$ cat src/rtl/tcc_pkg.sv
package tcc_pkg;
    // ==========================================================
    // register byte addresses
    localparam logic [7:0] OFS_CTRL_A  = 8'h00;
    localparam logic [7:0] OFS_CTRL_B  = 8'h04;
    localparam logic [7:0] OFS_CNT_LO  = 8'h08;
    localparam logic [7:0] OFS_CNT_HI  = 8'h0c;
    localparam logic [7:0] OFS_CAP_LO  = 8'h10;
    localparam logic [7:0] OFS_CAP_HI  = 8'h14;
    localparam logic [7:0] OFS_FLAGS   = 8'h18;
    localparam logic [7:0] OFS_IRQ_EN  = 8'h1c;
    localparam logic [7:0] OFS_CMP_CTL = 8'h20;
    localparam logic [7:0] OFS_NONE    = 8'hfc;
    // ==========================================================
    // field positions and masks
    localparam int         CS_LSB      = 0;
    localparam int         WGM_HI_LSB  = 3;
    localparam int         EDGE_BIT    = 6;
    localparam int         FILT_BIT    = 7;
    localparam logic [7:0] CTRL_A_MASK = 8'h03;
    localparam logic [7:0] CTRL_B_MASK = 8'hdf;
    localparam int         OVF_BIT     = 0;
    localparam int         CAP_BIT     = 1;
    localparam int         CMP_SEL_BIT = 0;
    localparam logic [7:0] RESET_BYTE  = 8'h00;
    localparam logic [2:0] HSIZE_WORD  = 3'b010;
    // ==========================================================
    // count values and clock selections
    localparam logic [15:0] VAL_BOTTOM = 16'h0000;
    localparam logic [15:0] VAL_MAX    = 16'hffff;
    localparam logic [15:0] TOP_8BIT   = 16'h00ff;
    localparam logic [15:0] TOP_9BIT   = 16'h01ff;
    localparam logic [15:0] TOP_10BIT  = 16'h03ff;
    localparam logic [2:0]  CS_STOP    = 3'h0;
    localparam logic [2:0]  CS_DIV1    = 3'h1;
    localparam logic [2:0]  CS_DIV8    = 3'h2;
    localparam logic [2:0]  CS_DIV64   = 3'h3;
    localparam logic [2:0]  CS_DIV256  = 3'h4;
    localparam logic [2:0]  CS_DIV1024 = 3'h5;
    localparam logic [2:0]  CS_EXT_FALL = 3'h6;
    localparam logic [2:0]  CS_EXT_RISE = 3'h7;
    localparam int          PRE_W      = 10;
    localparam int          FILT_LEN   = 4;
endpackage

$ cat src/rtl/tcc_timer16.sv
`timescale 1ns/10ps
`default_nettype none
module tcc_timer16
    import tcc_pkg::*;
#(
    parameter int FILT_N = FILT_LEN
) (
    input  wire logic        hclk,
    input  wire logic        hresetn,
    input  wire logic        hsel,
    input  wire logic [31:0] haddr,
    input  wire logic [1:0]  htrans,
    input  wire logic        hwrite,
    input  wire logic [2:0]  hsize,
    input  wire logic [31:0] hwdata,
    input  wire logic        hready,
    output logic      [31:0] hrdata,
    output logic             hreadyout,
    output logic             hresp,
    input  wire logic        ext_clk_pin,
    input  wire logic        capture_pin,
    input  wire logic        comparator_output,
    input  wire logic        overflow_irq_ack,
    input  wire logic        capture_irq_ack,
    output logic             overflow_irq,
    output logic             capture_irq,
    output logic             count_at_top,
    output logic             count_at_bottom
);
    // ==========================================================
    // state
    logic              ph_valid_reg, ph_valid_next;
    logic              ph_write_reg, ph_write_next;
    logic [7:0]        ph_addr_reg, ph_addr_next;
    logic [31:0]       hrdata_reg, hrdata_next;
    logic [7:0]        ctrl_a_reg, ctrl_a_next;
    logic [7:0]        ctrl_b_reg, ctrl_b_next;
    logic [15:0]       cnt_reg, cnt_next;
    logic              dir_up_reg, dir_up_next;
    logic [7:0]        temp_reg, temp_next;
    logic [15:0]       cap_reg, cap_next;
    logic [1:0]        flags_reg, flags_next;
    logic [1:0]        irq_en_reg, irq_en_next;
    logic              cmp_sel_reg, cmp_sel_next;
    logic [PRE_W-1:0]  pre_reg, pre_next;
    logic [2:0]        sync1_reg, sync1_next;
    logic [2:0]        sync2_reg, sync2_next;
    logic [2:0]        sync3_reg, sync3_next;
    logic [2:0]        stable_reg, stable_next;
    logic              ext_prev_reg, ext_prev_next;
    logic [FILT_N-1:0] samp_reg, samp_next;
    logic              filt_reg, filt_next;
    logic              edge_prev_reg, edge_prev_next;

    logic        wr, rd, tick, updown, fast, icr_top, at_top, at_bottom;
    logic        ovf_event, cap_event, src, edge_in, cnt_wr;
    logic [3:0]  mode;
    logic [2:0]  cs;
    logic [7:0]  wd, rbyte;
    logic [15:0] top;

    // ==========================================================
    // bus slave: writes take effect at the end of the data phase;
    // reads add one wait state so a write just before is visible
    always_comb begin
        ph_valid_next = hsel && hready && htrans[1];
        ph_write_next = ph_write_reg;
        ph_addr_next  = ph_addr_reg;
        if (ph_valid_next) begin
            ph_write_next = hwrite;
            if (haddr[31:8] == 24'h0 && hsize == HSIZE_WORD) begin
                ph_addr_next = haddr[7:0];
            end else begin
                ph_addr_next = OFS_NONE;
            end
        end
    end

    assign wr        = ph_valid_reg && ph_write_reg;
    assign rd        = ph_valid_reg && !ph_write_reg;
    assign wd        = hwdata[7:0];
    assign hreadyout = !rd;
    assign hresp     = 1'b0;
    assign hrdata    = hrdata_reg;
    assign cnt_wr    = wr && ph_addr_reg == OFS_CNT_LO;

    // ==========================================================
    // mode decode
    assign mode    = {ctrl_b_reg[WGM_HI_LSB +: 2], ctrl_a_reg[1:0]};
    assign cs      = ctrl_b_reg[CS_LSB +: 3];
    assign updown  = mode inside {4'h1, 4'h2, 4'h3, 4'h8, 4'h9, 4'ha, 4'hb};
    assign fast    = mode inside {4'h5, 4'h6, 4'h7, 4'he, 4'hf};
    assign icr_top = mode inside {4'h8, 4'ha, 4'hc, 4'he};

    always_comb begin
        unique case (mode)
            4'h1, 4'h5:               top = TOP_8BIT;
            4'h2, 4'h6:               top = TOP_9BIT;
            4'h3, 4'h7:               top = TOP_10BIT;
            4'h8, 4'ha, 4'hc, 4'he:   top = cap_reg;
            default:                  top = VAL_MAX;
        endcase
    end

    assign at_top          = cnt_reg == top;
    assign at_bottom       = cnt_reg == VAL_BOTTOM;
    assign count_at_top    = at_top;
    assign count_at_bottom = at_bottom;

    // ==========================================================
    // timer tick: internal divider or synchronised external pin
    always_comb begin
        pre_next = pre_reg + PRE_W'(1);
        unique case (cs)
            CS_STOP:     tick = 1'b0;
            CS_DIV1:     tick = 1'b1;
            CS_DIV8:     tick = &pre_reg[2:0];
            CS_DIV64:    tick = &pre_reg[5:0];
            CS_DIV256:   tick = &pre_reg[7:0];
            CS_DIV1024:  tick = &pre_reg[9:0];
            CS_EXT_FALL: tick = ext_prev_reg && !stable_reg[0];
            CS_EXT_RISE: tick = !ext_prev_reg && stable_reg[0];
        endcase
    end

    // ==========================================================
    // input sampling: bit 0 timer pin, 1 capture pin, 2 comparator;
    // the capture pin is sampled whatever drives it, so port
    // writes to that pin create capture events
    always_comb begin
        sync1_next = {comparator_output, capture_pin, ext_clk_pin};
        sync2_next = sync1_reg;
        sync3_next = sync2_reg;
        stable_next = (sync3_reg & ~(sync2_reg ^ sync3_reg))
                    | (stable_reg & (sync2_reg ^ sync3_reg));
        ext_prev_next = stable_reg[0];
        src = cmp_sel_reg ? stable_reg[2] : stable_reg[1];
        samp_next = {samp_reg[FILT_N-2:0], src};
        filt_next = filt_reg;
        if (samp_reg == {FILT_N{1'b1}}) begin
            filt_next = 1'b1;
        end else if (samp_reg == {FILT_N{1'b0}}) begin
            filt_next = 1'b0;
        end
        // filter runs on the system clock, not on the tick
        edge_in = ctrl_b_reg[FILT_BIT] ? filt_reg : src;
        edge_prev_next = edge_in;
        // capture-top modes would corrupt the top value
        cap_event = !icr_top && (ctrl_b_reg[EDGE_BIT]
                    ? (edge_in && !edge_prev_reg)
                    : (!edge_in && edge_prev_reg));
    end

    // ==========================================================
    // counter, latch, capture and software registers
    always_comb begin
        ctrl_a_next  = ctrl_a_reg;
        ctrl_b_next  = ctrl_b_reg;
        cnt_next     = cnt_reg;
        dir_up_next  = dir_up_reg;
        temp_next    = temp_reg;
        cap_next     = cap_reg;
        flags_next   = flags_reg;
        irq_en_next  = irq_en_reg;
        cmp_sel_next = cmp_sel_reg;
        hrdata_next  = hrdata_reg;
        rbyte        = RESET_BYTE;
        ovf_event    = 1'b0;

        if (tick) begin
            if (updown) begin
                dir_up_next = dir_up_reg ? !at_top : at_bottom;
                cnt_next = dir_up_next ? cnt_reg + 16'h1 : cnt_reg - 16'h1;
                ovf_event = at_bottom;
            end else begin
                dir_up_next = 1'b1;
                cnt_next = at_top ? VAL_BOTTOM : cnt_reg + 16'h1;
                ovf_event = fast ? at_top : cnt_reg == VAL_MAX;
            end
        end

        if (overflow_irq_ack) begin
            flags_next[OVF_BIT] = 1'b0;
        end
        if (capture_irq_ack) begin
            flags_next[CAP_BIT] = 1'b0;
        end

        if (wr) begin
            unique case (ph_addr_reg)
                OFS_CTRL_A:  ctrl_a_next = wd & CTRL_A_MASK;
                OFS_CTRL_B:  ctrl_b_next = wd & CTRL_B_MASK;
                // later assignment overrides any tick result
                OFS_CNT_LO:  cnt_next = {temp_reg, wd};
                OFS_CNT_HI:  temp_next = wd;
                OFS_CAP_LO: begin
                    if (icr_top) begin
                        cap_next = {temp_reg, wd};
                    end
                end
                OFS_CAP_HI:  temp_next = wd;
                OFS_FLAGS:   flags_next = flags_next & ~wd[1:0];
                OFS_IRQ_EN:  irq_en_next = wd[1:0];
                OFS_CMP_CTL: cmp_sel_next = wd[CMP_SEL_BIT];
                default: ;
            endcase
        end

        if (rd) begin
            unique case (ph_addr_reg)
                OFS_CTRL_A:  rbyte = ctrl_a_reg;
                OFS_CTRL_B:  rbyte = ctrl_b_reg;
                OFS_CNT_LO: begin
                    rbyte = cnt_reg[7:0];
                    temp_next = cnt_reg[15:8];
                end
                OFS_CNT_HI:  rbyte = temp_reg;
                OFS_CAP_LO: begin
                    rbyte = cap_reg[7:0];
                    temp_next = cap_reg[15:8];
                end
                OFS_CAP_HI:  rbyte = temp_reg;
                OFS_FLAGS:   rbyte = {6'h0, flags_reg};
                OFS_IRQ_EN:  rbyte = {6'h0, irq_en_reg};
                OFS_CMP_CTL: rbyte = {7'h0, cmp_sel_reg};
                default:     rbyte = RESET_BYTE;
            endcase
            hrdata_next = {24'h0, rbyte};
        end

        // hardware set wins over a clear in the same cycle
        if (ovf_event) begin
            flags_next[OVF_BIT] = 1'b1;
        end
        if (cap_event) begin
            cap_next = cnt_reg;
            flags_next[CAP_BIT] = 1'b1;
        end
    end

    assign overflow_irq = flags_reg[OVF_BIT] && irq_en_reg[OVF_BIT];
    assign capture_irq  = flags_reg[CAP_BIT] && irq_en_reg[CAP_BIT];

    // ==========================================================
    // registers
    always_ff @(posedge hclk or negedge hresetn) begin
        if (!hresetn) begin
            ph_valid_reg  <= 1'b0;
            ph_write_reg  <= 1'b0;
            ph_addr_reg   <= OFS_NONE;
            hrdata_reg    <= 32'h0;
            ctrl_a_reg    <= RESET_BYTE;
            ctrl_b_reg    <= RESET_BYTE;
            cnt_reg       <= VAL_BOTTOM;
            dir_up_reg    <= 1'b1;
            temp_reg      <= RESET_BYTE;
            cap_reg       <= VAL_BOTTOM;
            flags_reg     <= 2'h0;
            irq_en_reg    <= 2'h0;
            cmp_sel_reg   <= 1'b0;
            pre_reg       <= '0;
            sync1_reg     <= 3'h0;
            sync2_reg     <= 3'h0;
            sync3_reg     <= 3'h0;
            stable_reg    <= 3'h0;
            ext_prev_reg  <= 1'b0;
            samp_reg      <= '0;
            filt_reg      <= 1'b0;
            edge_prev_reg <= 1'b0;
        end else begin
            ph_valid_reg  <= ph_valid_next;
            ph_write_reg  <= ph_write_next;
            ph_addr_reg   <= ph_addr_next;
            hrdata_reg    <= hrdata_next;
            ctrl_a_reg    <= ctrl_a_next;
            ctrl_b_reg    <= ctrl_b_next;
            cnt_reg       <= cnt_next;
            dir_up_reg    <= dir_up_next;
            temp_reg      <= temp_next;
            cap_reg       <= cap_next;
            flags_reg     <= flags_next;
            irq_en_reg    <= irq_en_next;
            cmp_sel_reg   <= cmp_sel_next;
            pre_reg       <= pre_next;
            sync1_reg     <= sync1_next;
            sync2_reg     <= sync2_next;
            sync3_reg     <= sync3_next;
            stable_reg    <= stable_next;
            ext_prev_reg  <= ext_prev_next;
            samp_reg      <= samp_next;
            filt_reg      <= filt_next;
            edge_prev_reg <= edge_prev_next;
        end
    end
endmodule // tcc_timer16
`default_nettype wire

$ cat config.mk
export PLATFORM = sky130hd
export DESIGN_NAME = tcc_timer16
export DESIGN_NICKNAME = d
export VERILOG_FILES = /design/src/rtl/tcc_pkg.sv /design/src/rtl/tcc_timer16.sv
export SDC_FILE = /design/constraint.sdc
export NUM_CORES = 1
export LEC_CHECK = 0
export BUFFER_PORTS_ARGS = -buffer_cell sky130_fd_sc_hd__buf_2
export CAP_MARGIN = 40
export CORE_UTILIZATION = 57
export DETAILED_ROUTE_END_ITERATION = 10
export GPL_TIMING_DRIVEN = 0
export MAX_ROUTING_LAYER = met4
export PLACE_DENSITY_LB_ADDON = 0.15
export SLEW_MARGIN = 20
export SYNTH_ARGS = -nofsm -noshare
export SYNTH_HDL_FRONTEND = slang
export SYNTH_SLANG_ARGS = --single-unit
$ cat constraint.sdc
create_clock -name hclk -period 3.2 [get_ports hclk]
set_input_delay 0.64 -clock hclk [delete_from_list [all_inputs] [get_ports hclk]]
set_output_delay 0.64 -clock hclk [all_outputs]
set_load 0.02 [all_outputs]
# Yosys cells after proc, flatten, opt, wreduce, memory -nomap -nowiden
# Index checks and enable logic that the tools add are counted.
dict set report word_totals {
  latchBits 0
  output_inout_bits 38
  mem_bits_ro 0
  mem_bits_rw 0
  register_bits 102
  mem_count 0
  inputBits 79
}
dict set report classes {
  mux 34
  order_cmp 0
  addsub 3
  n_reduce_logical 46
  bitwise 7
  n_shift 0
  eq_ne 32
  n_mul 0
  n_div 0
}
# cell n
set op_table {}
lappend op_table {{16-bit 2-to-1 mux} 10}
lappend op_table {{16-bit case mux with 4 select lines} 1}
lappend op_table {{8-bit case mux with 8 select lines} 1}
lappend op_table {{4-bit == test, second input constant} 8}
lappend op_table {{8-bit by 5-bit == test with 1-bit output, second input constant} 4}
lappend op_table {{8-bit 2-to-1 mux} 4}
lappend op_table {{24-bit zero test} 1}
lappend op_table {{16-bit by 1-bit adder with 16-bit output, second input constant} 1}
lappend op_table {{16-bit == test} 1}
lappend op_table {{16-bit == test, second input constant} 1}
lappend op_table {{8-bit by 4-bit == test with 1-bit output, second input constant} 2}
lappend op_table {{16-bit zero test} 1}
lappend op_table {{8-bit case mux with 2 select lines} 1}
lappend op_table {{16-bit by 1-bit subtractor with 16-bit output, second input constant} 1}
lappend op_table {{1-bit 2-to-1 mux} 14}
lappend op_table {{3-bit == test, second input constant} 4}
lappend op_table {{4-bit by 3-bit == test with 1-bit output, second input constant} 3}
lappend op_table {{1-bit logical AND} 12}
lappend op_table {{10-bit by 1-bit adder with 10-bit output, second input constant} 1}
lappend op_table {{10-bit AND reduction} 1}
lappend op_table {{3-bit by 2-bit == test with 1-bit output, second input constant} 3}
lappend op_table {{4-bit by 2-bit == test with 1-bit output, second input constant} 2}
lappend op_table {{8-bit by 3-bit == test with 1-bit output, second input constant} 1}
lappend op_table {{8-bit by 6-bit == test with 1-bit output, second input constant} 1}
lappend op_table {{24 further kinds} 43}

# Logic depth before layout (Yosys ltp)
# Gate-level depths: netlist of run 1.
dict set report depth {
  depth_word 11
  ltp_mapped 13
  ltp_nobuf 10
}

# Worst setup path before layout of run 1
# OpenSTA, ideal clock, no wires.
dict set report synth_path {
  path_kind {register to output}
  from {reg ctrl_b_reg[4]}
  to {out count_at_top}
  t_required_ns 2.560
  path_slack_ns 0.337
  path_buffers 2
  t_arrival_ns 2.223
  path_stages_with_launch 9
  cell_sequence {dfrtp_1 > buf_6 > or3_4 > and3_4 > or2_4 > a2111oi_4 > nand3_1 > buf_2 > inv_1}
}
dict set report synth_between {
  elab_chain_len 4
  elab_cells_between_ends 16
  classes_between {eq/ne: 11; mux: 1; reduce/logical: 4}
}
# item line
set synth_rtl {}
lappend synth_rtl {{start: declaration} tcc_timer16.sv:37} ;# logic [7:0] ctrl_b_reg, ctrl_b_next;
lappend synth_rtl {{start signal: assignment} tcc_timer16.sv:276} ;# ctrl_b_reg <= ctrl_b_next;
lappend synth_rtl {{4-bit == test (tied with other cells)} tcc_timer16.sv:96} ;# unique case (mode)
lappend synth_rtl {{4-bit OR reduction / 2-bit OR reduction (equally long branches)} tcc_timer16.sv:96}
lappend synth_rtl {{16-bit case mux with 4 select lines (*)} tcc_timer16.sv:96}
lappend synth_rtl {{16-bit == test (*)} tcc_timer16.sv:105} ;# assign at_top = cnt_reg == top;
lappend synth_rtl {{end: declaration} tcc_timer16.sv:27} ;# output logic count_at_top,
# Every way passes the cells marked *; elsewhere a longest branch is shown, timed or not.

# Final worst setup path of run 1
# Same ends and word-level chain as after synthesis.

==> results of run 1 <==
[per-stage QoR]
stage               hold slack, ns  setup slack [ns]  utilization  power [µW]  cell area [µm²]
finish                       0.196           -0.0768        0.707        3820             7730
floorplan                    0.331             0.337            -        2260             6550
CTS                          0.213          0.000278        0.696        3740             7610
global placement             0.333            -0.158        0.645        2550             7050
detailed placement           0.337            -0.157        0.650        2590             7100
global route                 0.233            -0.154        0.707        3970             7730
[kinds of logic after synthesis]
logic type | share of synthesized area
and+or+nand+nor | 0.224
AOI/OAI and AO/OA | 0.191
DFF | 0.397
buffers and inverters | 0.0849
muxes | 0.0585
xor gates and xnor gates | 0.0298
adders and majority gates | 0.0143
other | 0.000581
[repair_timing]
action,in CTS,in global routing
setup endpoints to repair,9,16
buffers inserted,12,7
pin swaps,17,11
gates cloned,2,0
gates resized for setup,25,26
[cell type report]
| type | instances | area, µm² |
|---|---|---|
| buffer | 74 | 526 |
| clock buffer | 9 | 225 |
| clock inverter | 7 | 80.1 |
| fill | 848 | 3200 |
| inverter | 12 | 47.5 |
| multi-input combinational | 538 | 3590 |
| sequential | 102 | 2560 |
| tap | 140 | 175 |
| timing repair buffer | 88 | 524 |
[worst register-to-register path: stages (launching register included)]
cell and delay (ns):
sky130_fd_sc_hd__dfrtp_1 0.42, sky130_fd_sc_hd__buf_6 0.15, sky130_fd_sc_hd__or3_4 0.38, sky130_fd_sc_hd__and3_4 0.18
sky130_fd_sc_hd__or2_4 0.23, sky130_fd_sc_hd__a2111oi_4 0.31, sky130_fd_sc_hd__buf_4 0.20, sky130_fd_sc_hd__buf_4 0.11
sky130_fd_sc_hd__nand4_1 0.18, sky130_fd_sc_hd__a21oi_4 0.26, sky130_fd_sc_hd__buf_6 0.18, sky130_fd_sc_hd__mux2i_1 0.21
sky130_fd_sc_hd__a211oi_1 0.09, sky130_fd_sc_hd__nor3_1 0.23
[cells in the mapped netlist, types with 5 or more instances]
master / count / area [µm²]
sky130_fd_sc_hd__xnor2_1: 10 / 87.6
sky130_fd_sc_hd__or3_1: 12 / 75.1
sky130_fd_sc_hd__ha_1: 5 / 62.6
sky130_fd_sc_hd__mux2i_1: 22 / 220
sky130_fd_sc_hd__dfrtp_1: 95 / 2380
sky130_fd_sc_hd__and3_1: 7 / 43.8
sky130_fd_sc_hd__nor2_1: 46 / 173
sky130_fd_sc_hd__o22ai_1: 9 / 56.3
sky130_fd_sc_hd__a211oi_1: 6 / 45.0
sky130_fd_sc_hd__a22oi_1: 24 / 180
sky130_fd_sc_hd__a21oi_1: 18 / 90.1
sky130_fd_sc_hd__a31oi_1: 7 / 43.8
sky130_fd_sc_hd__buf_2: 5 / 25.0
sky130_fd_sc_hd__nor3_1: 8 / 40.0
sky130_fd_sc_hd__o21ai_0: 29 / 145
sky130_fd_sc_hd__nand2_1: 97 / 364
sky130_fd_sc_hd__o22a_1: 7 / 61.3
sky130_fd_sc_hd__a221oi_1: 9 / 78.8
sky130_fd_sc_hd__mux2_2: 13 / 146
sky130_fd_sc_hd__nor4_1: 17 / 106
sky130_fd_sc_hd__nand4_1: 7 / 43.8
sky130_fd_sc_hd__inv_1: 11 / 41.3
sky130_fd_sc_hd__xor2_1: 12 / 105
sky130_fd_sc_hd__a311oi_1: 5 / 43.8
sky130_fd_sc_hd__and2_1: 6 / 37.5
sky130_fd_sc_hd__a22o_1: 8 / 70.1
sky130_fd_sc_hd__nand2b_1: 9 / 56.3
sky130_fd_sc_hd__dfstp_2: 7 / 184
sky130_fd_sc_hd__o21ai_1: 8 / 40.0
sky130_fd_sc_hd__buf_4: 26 / 195
sky130_fd_sc_hd__nand3_1: 27 / 135
sky130_fd_sc_hd__clkbuf_8: 9 / 124
sky130_fd_sc_hd__clkbuf_1: 29 / 109
[where the power goes]
| group | total, µW | leakage (µW) | switching (µW) | internal [µW] |
|---|---|---|---|---|
| Combinational | 1060 | 0.00209 | 652 | 412 |
| Sequential | 1630 | 0.00124 | 191 | 1440 |
| Clock | 1130 | 0.000143 | 513 | 615 |
[per-layer routing]
| layer | vias up | global-route usage |
|---|---|---|
| li1 | 2794 | - |
| met1 | 3026 | 0.477 |
| met2 | 345 | 0.559 |
| met3 | 66 | 0.0549 |
| met4 | 0 | 0.169 |
| met5 | - | - |
[path summary, 6_finish.rpt]
path,start,endpoint,slack (ns),cells past startpoint
worst min-delay path,hresetn,cnt_reg[10],0.20,1
worst min register to register,sync1_reg[1],sync2_reg[1],0.35,0
worst max register to register,ctrl_b_reg[4],cnt_reg[15],-0.06,13
max in group asynchronous,hresetn,ph_addr_reg[2],2.30,2
min in group hclk,sync1_reg[1],sync2_reg[1],0.35,0
worst max-delay path,ctrl_b_reg[4],count_at_top,-0.08,10
==> impl_metrics.xml, run 1 <==
<?xml version="1.0" encoding="UTF-8"?>
<metrics>
  <group name="route">
    <metric name="routed-via-count" unit="">6231</metric>
    <metric name="top_signal_layer_used" unit="">met4</metric>
    <metric name="number_of_iterations_in_the_first_detailed_routing_pass" unit="">6</metric>
    <metric name="route.detailed.vias_per_inst" unit="">6.42</metric>
    <metric name="avgRoutedWirePerCell" unit="µm">20.7</metric>
    <metric name="ant_nets" unit="">0</metric>
    <metric name="detail_route.iter0.violations" unit="">715</metric>
    <metric name="route.met3.wl" unit="mm">1.67</metric>
    <metric name="drt_wl_total" unit="mm">20.1</metric>
    <metric name="dr_wl_met2" unit="mm">9.65</metric>
    <metric name="drc_errors" unit="">0</metric>
    <metric name="route.layer.met1.wl" unit="mm">7.95</metric>
  </group>
  <group name="die">
    <metric name="core_region_area" unit="µm²">10900</metric>
    <metric name="die_area" unit="µm²">11800</metric>
    <metric name="die_height" unit="µm">108</metric>
    <metric name="placementRows" unit="">38</metric>
    <metric name="initial_core_util" unit="">0.591</metric>
    <metric name="num_io_pins" unit="">117</metric>
    <metric name="die_w" unit="µm">108</metric>
  </group>
  <group name="pwr">
    <metric name="p_leak" unit="µW">0.00348</metric>
    <metric name="p_per_area" unit="nW/µm²">494</metric>
    <metric name="vdd_drop_max" unit="mV">0.421</metric>
  </group>
  <group name="timing">
    <metric name="hold_viol_final" unit="">0</metric>
    <metric name="tightest_slew" unit="ns">0.963</metric>
    <metric name="post-route-period-util" unit="">1.02</metric>
    <metric name="setup_tns" unit="ns">-0.138</metric>
    <metric name="finalCriticalPeriod" unit="ns">3.28</metric>
    <metric name="finalClockSkew" unit="ns">0.00945</metric>
    <metric name="grt_setup_unrepaired" unit="">yes</metric>
    <metric name="report.final.setup_viol" unit="">2</metric>
    <metric name="timing.fmax" unit="MHz">305</metric>
    <metric name="least_setup_slack_across_all_paths_after_layout" unit="ns">-0.0768</metric>
    <metric name="timing_max_transition_violations_final" unit="">0</metric>
    <metric name="relSlewSlack" unit="">0.355</metric>
  </group>
  <group name="logic_synthesis">
    <metric name="synth_seq_area_share" unit="">0.397</metric>
    <metric name="synth_top_flop_cell" unit="">sky130_fd_sc_hd__dfrtp_1</metric>
    <metric name="synth_area_per_cell" unit="µm²">9.17</metric>
    <metric name="synth_cell_types" unit="">87</metric>
    <metric name="synth-seq-cells" unit="">102</metric>
    <metric name="synthArstFlopShare" unit="">1.00</metric>
    <metric name="number_of_synthesized_flops_with_an_enable_pin" unit="">0</metric>
    <metric name="post_synth_instance_area" unit="µm²">6460</metric>
    <metric name="netlist_instances" unit="">704</metric>
    <metric name="synthesis.yosys.warnings" unit="">0</metric>
  </group>
  <group name="setup_path">
    <metric name="worst-path-buf-inv" unit="">5</metric>
    <metric name="worst_path_dominant_cell_family" unit="">simple AND/OR/NAND/NOR gates</metric>
    <metric name="critPathRequiredTime" unit="ns">2.56</metric>
    <metric name="slowest_delay" unit="ns">0.42</metric>
    <metric name="worst_setup_path_end_kind" unit="">primary output</metric>
    <metric name="worst_ep_arrival_time" unit="ns">2.64</metric>
    <metric name="crit_path_cell_trace" unit="">buf_6, or3_4, and3_4, or2_4, a2111oi_4, buf_4, nand3_4, buf_6, inv_4, buf_6</metric>
    <metric name="critPathLaunchType" unit="">flip-flop</metric>
    <metric name="setup.worst_path.class" unit="">flip-flop to primary output</metric>
    <metric name="path_common_cell" unit="">sky130_fd_sc_hd__buf_6</metric>
    <metric name="crit_fanout" unit="">5</metric>
    <metric name="crit_path_top_delay_cell" unit="">sky130_fd_sc_hd__dfrtp_1</metric>
  </group>
  <group name="placement">
    <metric name="finalWeightedCongestion" unit="">0.922</metric>
    <metric name="placed_cells" unit="">937</metric>
    <metric name="detailed_place_hpwl" unit="mm">14.7</metric>
    <metric name="numPortBuffers" unit="">66</metric>
  </group>
  <group name="clock_tree">
    <metric name="cts.sinks" unit="">102</metric>
    <metric name="cts_max_level" unit="">3</metric>
    <metric name="clock-root-buffer" unit="">sky130_fd_sc_hd__clkbuf_16</metric>
    <metric name="number_of_hold_buffers_added_after_cts" unit="">0</metric>
    <metric name="max-clock-path-buffers" unit="">2</metric>
    <metric name="clock_buffer_count_from_cts" unit="">9</metric>
    <metric name="clock_transition_at_the_registers_of_the_reported_paths" unit="ns">0.08</metric>
    <metric name="cts_tree" unit="">yes</metric>
    <metric name="worst_skew_pair.late_latency" unit="ns">0.34</metric>
  </group>
  <group name="finish">
    <metric name="drive_above_1_share" unit="">0.252</metric>
    <metric name="layout.cells.non_filler" unit="">970</metric>
    <metric name="final_common_cell" unit="">sky130_fd_sc_hd__nand2_1</metric>
    <metric name="antenna_cells" unit="">0</metric>
    <metric name="most-common-layout-cells" unit="">sky130_fd_sc_hd__nand2_1, sky130_fd_sc_hd__dfrtp_1, sky130_fd_sc_hd__buf_2</metric>
    <metric name="synthToLayoutAreaGrowth" unit="%">19.7</metric>
    <metric name="nNetsFinal" unit="">909</metric>
  </group>
  <group name="global_route">
    <metric name="grt_antenna_before_repair" unit="">0</metric>
    <metric name="first_global_vias" unit="">5907</metric>
    <metric name="gr-usage-all-layers" unit="">0.365</metric>
    <metric name="grt_pass1_wl" unit="mm">31.3</metric>
    <metric name="grt.overflow.total" unit="">0</metric>
    <metric name="grt_max_degree" unit="">64</metric>
  </group>
  <group name="run_status">
    <metric name="violations" unit="">setup timing</metric>
    <metric name="outcome" unit="">finished with violations</metric>
  </group>
  <group name="run">
    <metric name="max_cap_violations" unit="">0</metric>
  </group>
  <group name="min_path">
    <metric name="class_of_the_most_critical_hold_timing_path" unit="">primary input to asynchronous set/reset pin</metric>
  </group>
</metrics>
No activity file was read; power rests on OpenSTA's default activity.
==> inputs of run 2 (changes only) <==
--- a/config.mk
+++ b/config.mk
@@ -11,7 +11,7 @@
 export DETAILED_ROUTE_END_ITERATION = 10
 export GPL_TIMING_DRIVEN = 0
 export MAX_ROUTING_LAYER = met4
-export PLACE_DENSITY_LB_ADDON = 0.15
+export PLACE_DENSITY = 0.81
 export SLEW_MARGIN = 20
 export SYNTH_ARGS = -nofsm -noshare
 export SYNTH_HDL_FRONTEND = slang
==> run 2 against run 1 <==
Net effect: the flow still finishes with violations (setup timing); critical path type unchanged; maximum frequency grew 1.4%; combinational power barely moved; highest routed layer unchanged; worst setup slack better by 0.046 ns.
==> impl_metrics.xml, run 2 (synthesized netlist as in run 1, its figures left out) <==
<?xml version="1.0" encoding="UTF-8"?>
<metrics>
  <group name="placement">
    <metric name="numPortBuffers" unit="">66</metric>
    <metric name="finalWeightedCongestion" unit="">0.940</metric>
    <metric name="detailed_place_hpwl" unit="mm">14.6</metric>
    <metric name="placed_cells" unit="">937</metric>
    <metric name="dpl_cell_area" unit="µm²">7100</metric>
  </group>
  <group name="timing">
    <metric name="finalClockSkew" unit="ns">0.00987</metric>
    <metric name="timing.fmax" unit="MHz">310</metric>
    <metric name="tightest_slew" unit="ns">0.936</metric>
    <metric name="finalCriticalPeriod" unit="ns">3.23</metric>
    <metric name="relSlewSlack" unit="">0.371</metric>
    <metric name="timing_max_transition_violations_final" unit="">0</metric>
    <metric name="grt_setup_unrepaired" unit="">yes</metric>
    <metric name="post-route-period-util" unit="">1.01</metric>
    <metric name="hold_viol_final" unit="">0</metric>
    <metric name="worst_hold_slack" unit="ns">0.119</metric>
    <metric name="least_setup_slack_across_all_paths_after_layout" unit="ns">-0.0304</metric>
    <metric name="report.final.setup_viol" unit="">2</metric>
  </group>
  <group name="finish">
    <metric name="antenna_cells" unit="">0</metric>
    <metric name="synthToLayoutAreaGrowth" unit="%">18.9</metric>
    <metric name="fillerInstances" unit="">861</metric>
    <metric name="layout.cells.non_filler" unit="">963</metric>
    <metric name="nNetsFinal" unit="">902</metric>
    <metric name="final_common_cell" unit="">sky130_fd_sc_hd__nand2_1</metric>
    <metric name="drive_above_1_share" unit="">0.243</metric>
    <metric name="most-common-layout-cells" unit="">sky130_fd_sc_hd__nand2_1, sky130_fd_sc_hd__dfrtp_1, sky130_fd_sc_hd__buf_2</metric>
    <metric name="finish.utilization" unit="">0.702</metric>
    <metric name="post-route-cell-area" unit="µm²">7680</metric>
  </group>
  <group name="setup_path">
    <metric name="path_common_cell" unit="">sky130_fd_sc_hd__buf_6</metric>
    <metric name="slowest_delay" unit="ns">0.41</metric>
    <metric name="setup.worst_path.class" unit="">flip-flop to primary output</metric>
    <metric name="worstSetupStartpoint" unit="">ctrl_b_reg[4]</metric>
    <metric name="critPathLaunchType" unit="">flip-flop</metric>
    <metric name="critPathRequiredTime" unit="ns">2.56</metric>
    <metric name="crit_path_cell_trace" unit="">buf_6, or3_4, and3_4, or2_4, a2111oi_4, buf_4, nand3_4, buf_8, inv_4, buf_6</metric>
    <metric name="worst_ep_arrival_time" unit="ns">2.59</metric>
    <metric name="worst_setup_path_end_kind" unit="">primary output</metric>
    <metric name="crit_path_top_delay_cell" unit="">sky130_fd_sc_hd__dfrtp_1</metric>
    <metric name="worst_path_dominant_cell_family" unit="">simple AND/OR/NAND/NOR gates</metric>
    <metric name="worstReg2RegStart" unit="">ctrl_a_reg[0]</metric>
    <metric name="crit_fanout" unit="">10</metric>
    <metric name="worst-path-buf-inv" unit="">5</metric>
  </group>
  <group name="pwr">
    <metric name="seq_power_share" unit="">0.420</metric>
    <metric name="p_per_area" unit="nW/µm²">499</metric>
    <metric name="vdd_drop_max" unit="mV">0.474</metric>
    <metric name="p_leak" unit="µW">0.00344</metric>
    <metric name="swShare" unit="">0.356</metric>
    <metric name="internal-power" unit="µW">2460</metric>
    <metric name="clock_power_share" unit="">0.306</metric>
    <metric name="switchingPower" unit="µW">1360</metric>
    <metric name="comb_power_share" unit="">0.274</metric>
  </group>
  <group name="die">
    <metric name="initial_core_util" unit="">0.591</metric>
    <metric name="placementRows" unit="">38</metric>
    <metric name="die_height" unit="µm">108</metric>
    <metric name="die_w" unit="µm">108</metric>
    <metric name="die_area" unit="µm²">11800</metric>
    <metric name="core_region_area" unit="µm²">10900</metric>
    <metric name="num_io_pins" unit="">117</metric>
  </group>
  <group name="global_route">
    <metric name="grt_antenna_before_repair" unit="">0</metric>
    <metric name="grt_pass1_wl" unit="mm">31.2</metric>
    <metric name="first_global_vias" unit="">6060</metric>
    <metric name="grt.overflow.total" unit="">0</metric>
    <metric name="gr-usage-all-layers" unit="">0.363</metric>
    <metric name="grt_max_degree" unit="">85</metric>
  </group>
  <group name="route">
    <metric name="drc_errors" unit="">0</metric>
    <metric name="route.detailed.vias_per_inst" unit="">6.49</metric>
    <metric name="routed-via-count" unit="">6250</metric>
    <metric name="ant_nets" unit="">0</metric>
    <metric name="number_of_iterations_in_the_first_detailed_routing_pass" unit="">5</metric>
    <metric name="detail_route.iter0.violations" unit="">689</metric>
    <metric name="avgRoutedWirePerCell" unit="µm">20.7</metric>
    <metric name="drt_wl_total" unit="mm">19.9</metric>
  </group>
  <group name="clock_tree">
    <metric name="cts_tree" unit="">yes</metric>
    <metric name="cts.sinks" unit="">102</metric>
    <metric name="clock_buffer_count_from_cts" unit="">9</metric>
    <metric name="clock-root-buffer" unit="">sky130_fd_sc_hd__clkbuf_16</metric>
    <metric name="number_of_hold_buffers_added_after_cts" unit="">0</metric>
    <metric name="max-clock-path-buffers" unit="">2</metric>
    <metric name="clock_transition_at_the_registers_of_the_reported_paths" unit="ns">0.08</metric>
    <metric name="worst_skew_pair.late_latency" unit="ns">0.36</metric>
    <metric name="cts_max_level" unit="">3</metric>
  </group>
  <group name="run">
    <metric name="max_cap_violations" unit="">0</metric>
  </group>
  <group name="run_status">
    <metric name="violations" unit="">setup timing</metric>
    <metric name="outcome" unit="">finished with violations</metric>
  </group>
  <group name="min_path">
    <metric name="class_of_the_most_critical_hold_timing_path" unit="">primary input to asynchronous set/reset pin</metric>
  </group>
</metrics>
run 2: changes by cell type in the layout (fill, tap and decap cells not counted), sizes merged:
cell / delta
inv: +1
clkbuf: -1
buf: -6
clkinv: +1
clkinvlp: -2
run 2: metrics by stage:
step | setup WS (ns) | TNS (ns) | total power [µW]
finish | -0.0304 | -0.0517 | 3830
global route | -0.143 | -0.650 | 3990
CTS | 0.0134 | 0 | 3770
detailed placement | -0.223 | -0.474 | 2580
global placement | -0.154 | -1.54 | 2550
floorplan | 0.337 | 0 | 2260
run 2: final cells by class:
type / instances / area, µm² / area share
clock buffer: 9 / 225 / 0.0293
tap: 140 / 175 / 0.0228
sequential: 102 / 2560 / 0.334
inverter: 12 / 47.5 / 0.00619
buffer: 73 / 518 / 0.0675
timing repair buffer: 82 / 489 / 0.0637
clock inverter: 7 / 92.6 / 0.0121
multi-input combinational: 538 / 3570 / 0.465
run 2: power groups by stage:
stage / clock [µW] / sequential [µW] / combinational [µW]
after floorplan: 0 / 1560 / 700
after global placement: 0 / 1610 / 937
after detailed placement: 0 / 1620 / 966
after CTS: 1180 / 1600 / 993
after global routing: 1230 / 1620 / 1140
final: 1170 / 1610 / 1050
run 2: worst reg2reg max path: cells and delay by family, from the launching register on:
kind | cells | cell delay [ns]
AND/OR/NAND/NOR | 6 | 1.65
buffers and inverters | 3 | 0.63
AO/OA/AOI/OAI | 2 | 0.42
flip-flops | 1 | 0.39
run 2: repair_timing:
item,CTS,global route
endpoints found under the hold margin,0,0
buffers inserted,7,6
endpoints found under the setup margin,8,21
gates resized for setup,20,20
pin swaps,5,14
run 2: metal layers:
metal,routed length [µm],track usage,up-vias
li1,-,-,2775
met1,7840,0.447,3008
met2,9590,0.580,383
met3,1630,0.0573,84
met4,852,0.183,0
met5,0,-,-
run 2: path summary, 6_finish.rpt:
path / endpoint / slack (ns) / cells after the start
max reg2reg: cnt_reg[15] / -0.02 / 11
max in group asynchronous: ph_addr_reg[4] / 2.38 / 2
min reg2reg: sync2_reg[0] / 0.35 / 0
min: pre_reg[9] / 0.12 / 1
min in group hclk: sync2_reg[0] / 0.35 / 0
max: count_at_top / -0.03 / 10
==> inputs of run 3 (changes only) <==
--- a/config.mk
+++ b/config.mk
@@ -12,6 +12,7 @@
 export GPL_TIMING_DRIVEN = 0
 export MAX_ROUTING_LAYER = met4
 export PLACE_DENSITY = 0.81
+export SETUP_SLACK_MARGIN = 0.4
 export SLEW_MARGIN = 20
 export SYNTH_ARGS = -nofsm -noshare
 export SYNTH_HDL_FRONTEND = slang
==> constraint.sdc (replaced) <==
create_clock -name hclk -period 2.99 [get_ports hclk]
set_input_delay 0.598 -clock hclk [delete_from_list [all_inputs] [get_ports hclk]]
set_output_delay 0.598 -clock hclk [all_outputs]
set_load 0.02 [all_outputs]
==> run 3 against run 2 <==
Net effect: the flow still finishes with violations (setup timing); first-iteration DRC count down 21%; clock power about the same; die area unchanged; non-clock buffer count up 24; sequential power up 7%; final area up 7.2%; cell count up 2.5%; critical path depth unchanged; worst setup slack worse by 0.11 ns; clock skew down 0.00074 ns; sequential share of layout area down 2.2 points.
==> impl_metrics.xml, run 3 (synthesized netlist as in run 1, its figures left out) <==
<?xml version="1.0" encoding="UTF-8"?>
<metrics>
  <group name="die">
    <metric name="initial_core_util" unit="">0.591</metric>
    <metric name="die_area" unit="µm²">11800</metric>
    <metric name="die_height" unit="µm">108</metric>
    <metric name="num_io_pins" unit="">117</metric>
    <metric name="die_w" unit="µm">108</metric>
    <metric name="placementRows" unit="">38</metric>
    <metric name="core_region_area" unit="µm²">10900</metric>
  </group>
  <group name="finish">
    <metric name="final_common_cell" unit="">sky130_fd_sc_hd__nand2_1</metric>
    <metric name="nNetsFinal" unit="">926</metric>
    <metric name="synthToLayoutAreaGrowth" unit="%">27.5</metric>
    <metric name="drive_above_1_share" unit="">0.326</metric>
    <metric name="fillerInstances" unit="">800</metric>
    <metric name="antenna_cells" unit="">0</metric>
    <metric name="most-common-layout-cells" unit="">sky130_fd_sc_hd__nand2_1, sky130_fd_sc_hd__dfrtp_1, sky130_fd_sc_hd__buf_2</metric>
    <metric name="post-route-cell-area" unit="µm²">8230</metric>
  </group>
  <group name="setup_path">
    <metric name="crit_path_cell_trace" unit="">buf_6, buf_6, and4bb_1, a211oi_1, a311o_4, nor4b_4, nand3_2, buf_6, inv_4, buf_6</metric>
    <metric name="setup.worst_path.class" unit="">flip-flop to primary output</metric>
    <metric name="worst_ep_arrival_time" unit="ns">2.53</metric>
    <metric name="critPathLaunchType" unit="">flip-flop</metric>
    <metric name="worst_path_dominant_cell_family" unit="">simple AND/OR/NAND/NOR gates</metric>
    <metric name="worst-path-buf-inv" unit="">5</metric>
    <metric name="critPathRequiredTime" unit="ns">2.39</metric>
    <metric name="path_common_cell" unit="">sky130_fd_sc_hd__buf_6</metric>
    <metric name="crit_fanout" unit="">10</metric>
    <metric name="worst_setup_path_end_kind" unit="">primary output</metric>
    <metric name="crit_path_top_delay_cell" unit="">sky130_fd_sc_hd__dfrtp_1</metric>
    <metric name="slowest_delay" unit="ns">0.42</metric>
  </group>
  <group name="clock_tree">
    <metric name="cts.sinks" unit="">102</metric>
    <metric name="max-clock-path-buffers" unit="">2</metric>
    <metric name="worst_skew_pair.late_latency" unit="ns">0.35</metric>
    <metric name="number_of_hold_buffers_added_after_cts" unit="">0</metric>
    <metric name="cts_max_level" unit="">3</metric>
    <metric name="clock_transition_at_the_registers_of_the_reported_paths" unit="ns">0.08</metric>
    <metric name="clock-root-buffer" unit="">sky130_fd_sc_hd__clkbuf_16</metric>
    <metric name="clock_buffer_count_from_cts" unit="">9</metric>
    <metric name="cts_tree" unit="">yes</metric>
  </group>
  <group name="route">
    <metric name="detail_route.iter0.violations" unit="">546</metric>
    <metric name="ant_nets" unit="">0</metric>
    <metric name="drc_errors" unit="">0</metric>
    <metric name="avgRoutedWirePerCell" unit="µm">20.6</metric>
    <metric name="number_of_iterations_in_the_first_detailed_routing_pass" unit="">5</metric>
    <metric name="drt_wl_total" unit="mm">20.3</metric>
    <metric name="route.detailed.vias_per_inst" unit="">6.38</metric>
    <metric name="routed-via-count" unit="">6294</metric>
  </group>
  <group name="timing">
    <metric name="tightest_slew" unit="ns">0.678</metric>
    <metric name="finalCriticalPeriod" unit="ns">3.13</metric>
    <metric name="setup_tns" unit="ns">-0.503</metric>
    <metric name="timing_max_transition_violations_final" unit="">0</metric>
    <metric name="timing.fmax" unit="MHz">319</metric>
    <metric name="report.final.setup_viol" unit="">8</metric>
    <metric name="hold_viol_final" unit="">0</metric>
    <metric name="worst_hold_slack" unit="ns">0.206</metric>
    <metric name="post-route-period-util" unit="">1.05</metric>
    <metric name="least_setup_slack_across_all_paths_after_layout" unit="ns">-0.142</metric>
    <metric name="grt_setup_unrepaired" unit="">yes</metric>
    <metric name="relSlewSlack" unit="">0.548</metric>
    <metric name="finalClockSkew" unit="ns">0.00912</metric>
  </group>
  <group name="global_route">
    <metric name="grt_most_used_layer" unit="">met2</metric>
    <metric name="grt.met3_usage" unit="">0.0512</metric>
    <metric name="use_met1" unit="">0.454</metric>
    <metric name="grt_max_degree" unit="">54</metric>
    <metric name="grt_antenna_before_repair" unit="">0</metric>
    <metric name="gr-usage-all-layers" unit="">0.365</metric>
    <metric name="globalRouteMet2Util" unit="">0.590</metric>
    <metric name="grt_pass1_wl" unit="mm">31.3</metric>
    <metric name="first_global_vias" unit="">6021</metric>
    <metric name="grt.overflow.total" unit="">0</metric>
  </group>
  <group name="run_status">
    <metric name="outcome" unit="">finished with violations</metric>
    <metric name="violations" unit="">setup timing</metric>
  </group>
  <group name="pwr">
    <metric name="p_per_area" unit="nW/µm²">523</metric>
    <metric name="p_leak" unit="µW">0.00367</metric>
    <metric name="vdd_drop_max" unit="mV">0.511</metric>
  </group>
  <group name="placement">
    <metric name="dpl_worst_slack" unit="ns">-0.305</metric>
    <metric name="numPortBuffers" unit="">66</metric>
    <metric name="detailed_place_hpwl" unit="mm">14.5</metric>
    <metric name="dpl_cell_area" unit="µm²">7180</metric>
    <metric name="finalWeightedCongestion" unit="">0.924</metric>
  </group>
  <group name="run">
    <metric name="max_cap_violations" unit="">0</metric>
  </group>
  <group name="min_path">
    <metric name="class_of_the_most_critical_hold_timing_path" unit="">primary input to asynchronous set/reset pin</metric>
  </group>
</metrics>
==> run 3: changes by cell type in the layout (fill, tap and decap cells not counted), sizes merged <==
| cell | delta |
|---|---|
| buf | +22 |
| clkbuf | +2 |
| inv | +1 |
| bufinv | -1 |
==> run 3: worst paths after layout <==
kind / startpoint / endpoint / cells past startpoint / slack [ns]
max in group asynchronous: hresetn / ph_addr_reg[5] / 2 / 2.08
min: hresetn / pre_reg[8] / 1 / 0.21
max reg2reg: ctrl_a_reg[0] / cnt_reg[15] / 12 / -0.12
max: ctrl_a_reg[0] / count_at_top / 10 / -0.14
min in group hclk: capture_pin / sync1_reg[1] / 1 / 0.35
min reg2reg: sync1_reg[0] / sync2_reg[0] / 0 / 0.36
==> run 3: per-layer routing <==
| layer | vias to the layer above | wire, µm |
|---|---|---|
| li1 | 2826 | - |
| met1 | 3036 | 8190 |
| met2 | 353 | 9760 |
| met3 | 79 | 1420 |
| met4 | 0 | 947 |
| met5 | - | 0 |
==> run 3: repair_timing <==
item                                    CTS  global route
pin swaps                                32            25
cloned                                    1             0
endpoints found under the setup margin   31            37
buffers inserted                         24             7
resized for setup                        65            63
==> run 3: report_power, final <==
part           internal, µW  switching, µW  leakage [µW]
combinational           575            825       0.00228
sequential             1540            187       0.00124
clock                   596            586      0.000148
total                  2710           1600       0.00367
==> run 3: stage by stage <==
step | utilization | power, µW | cells
final | 0.753 | 4310 | 987
after global routing | 0.753 | 4480 | 987
after CTS | 0.724 | 4110 | 979
after detailed placement | 0.657 | 2800 | 938
after global placement | 0.651 | 2750 | 934
after floorplan | - | 2440 | 728
==> run 3: area by class of cell <==
type,instances,area [µm²],area share
multi-input cells,538,3890,0.473
flip-flops and latches,102,2560,0.311
repair buffers,103,682,0.0828
plain buffers,76,571,0.0693
clock buffers,9,225,0.0274
well taps,140,175,0.0213
clock inverters,7,78.8,0.00958
inverters,12,47.5,0.00578
==> run 3: worst register-to-register path, stage by stage, from the launching register on <==
cell and delay [ns]:
sky130_fd_sc_hd__dfrtp_1 0.42, sky130_fd_sc_hd__buf_6 0.15, sky130_fd_sc_hd__buf_6 0.14, sky130_fd_sc_hd__o21a_1 0.18, sky130_fd_sc_hd__or3_4 0.35, sky130_fd_sc_hd__a2111oi_4 0.46
sky130_fd_sc_hd__buf_4 0.20, sky130_fd_sc_hd__nand4_1 0.17, sky130_fd_sc_hd__a21oi_4 0.25, sky130_fd_sc_hd__buf_6 0.17, sky130_fd_sc_hd__mux2i_2 0.23, sky130_fd_sc_hd__a211oi_2 0.10
sky130_fd_sc_hd__nor3_2 0.21
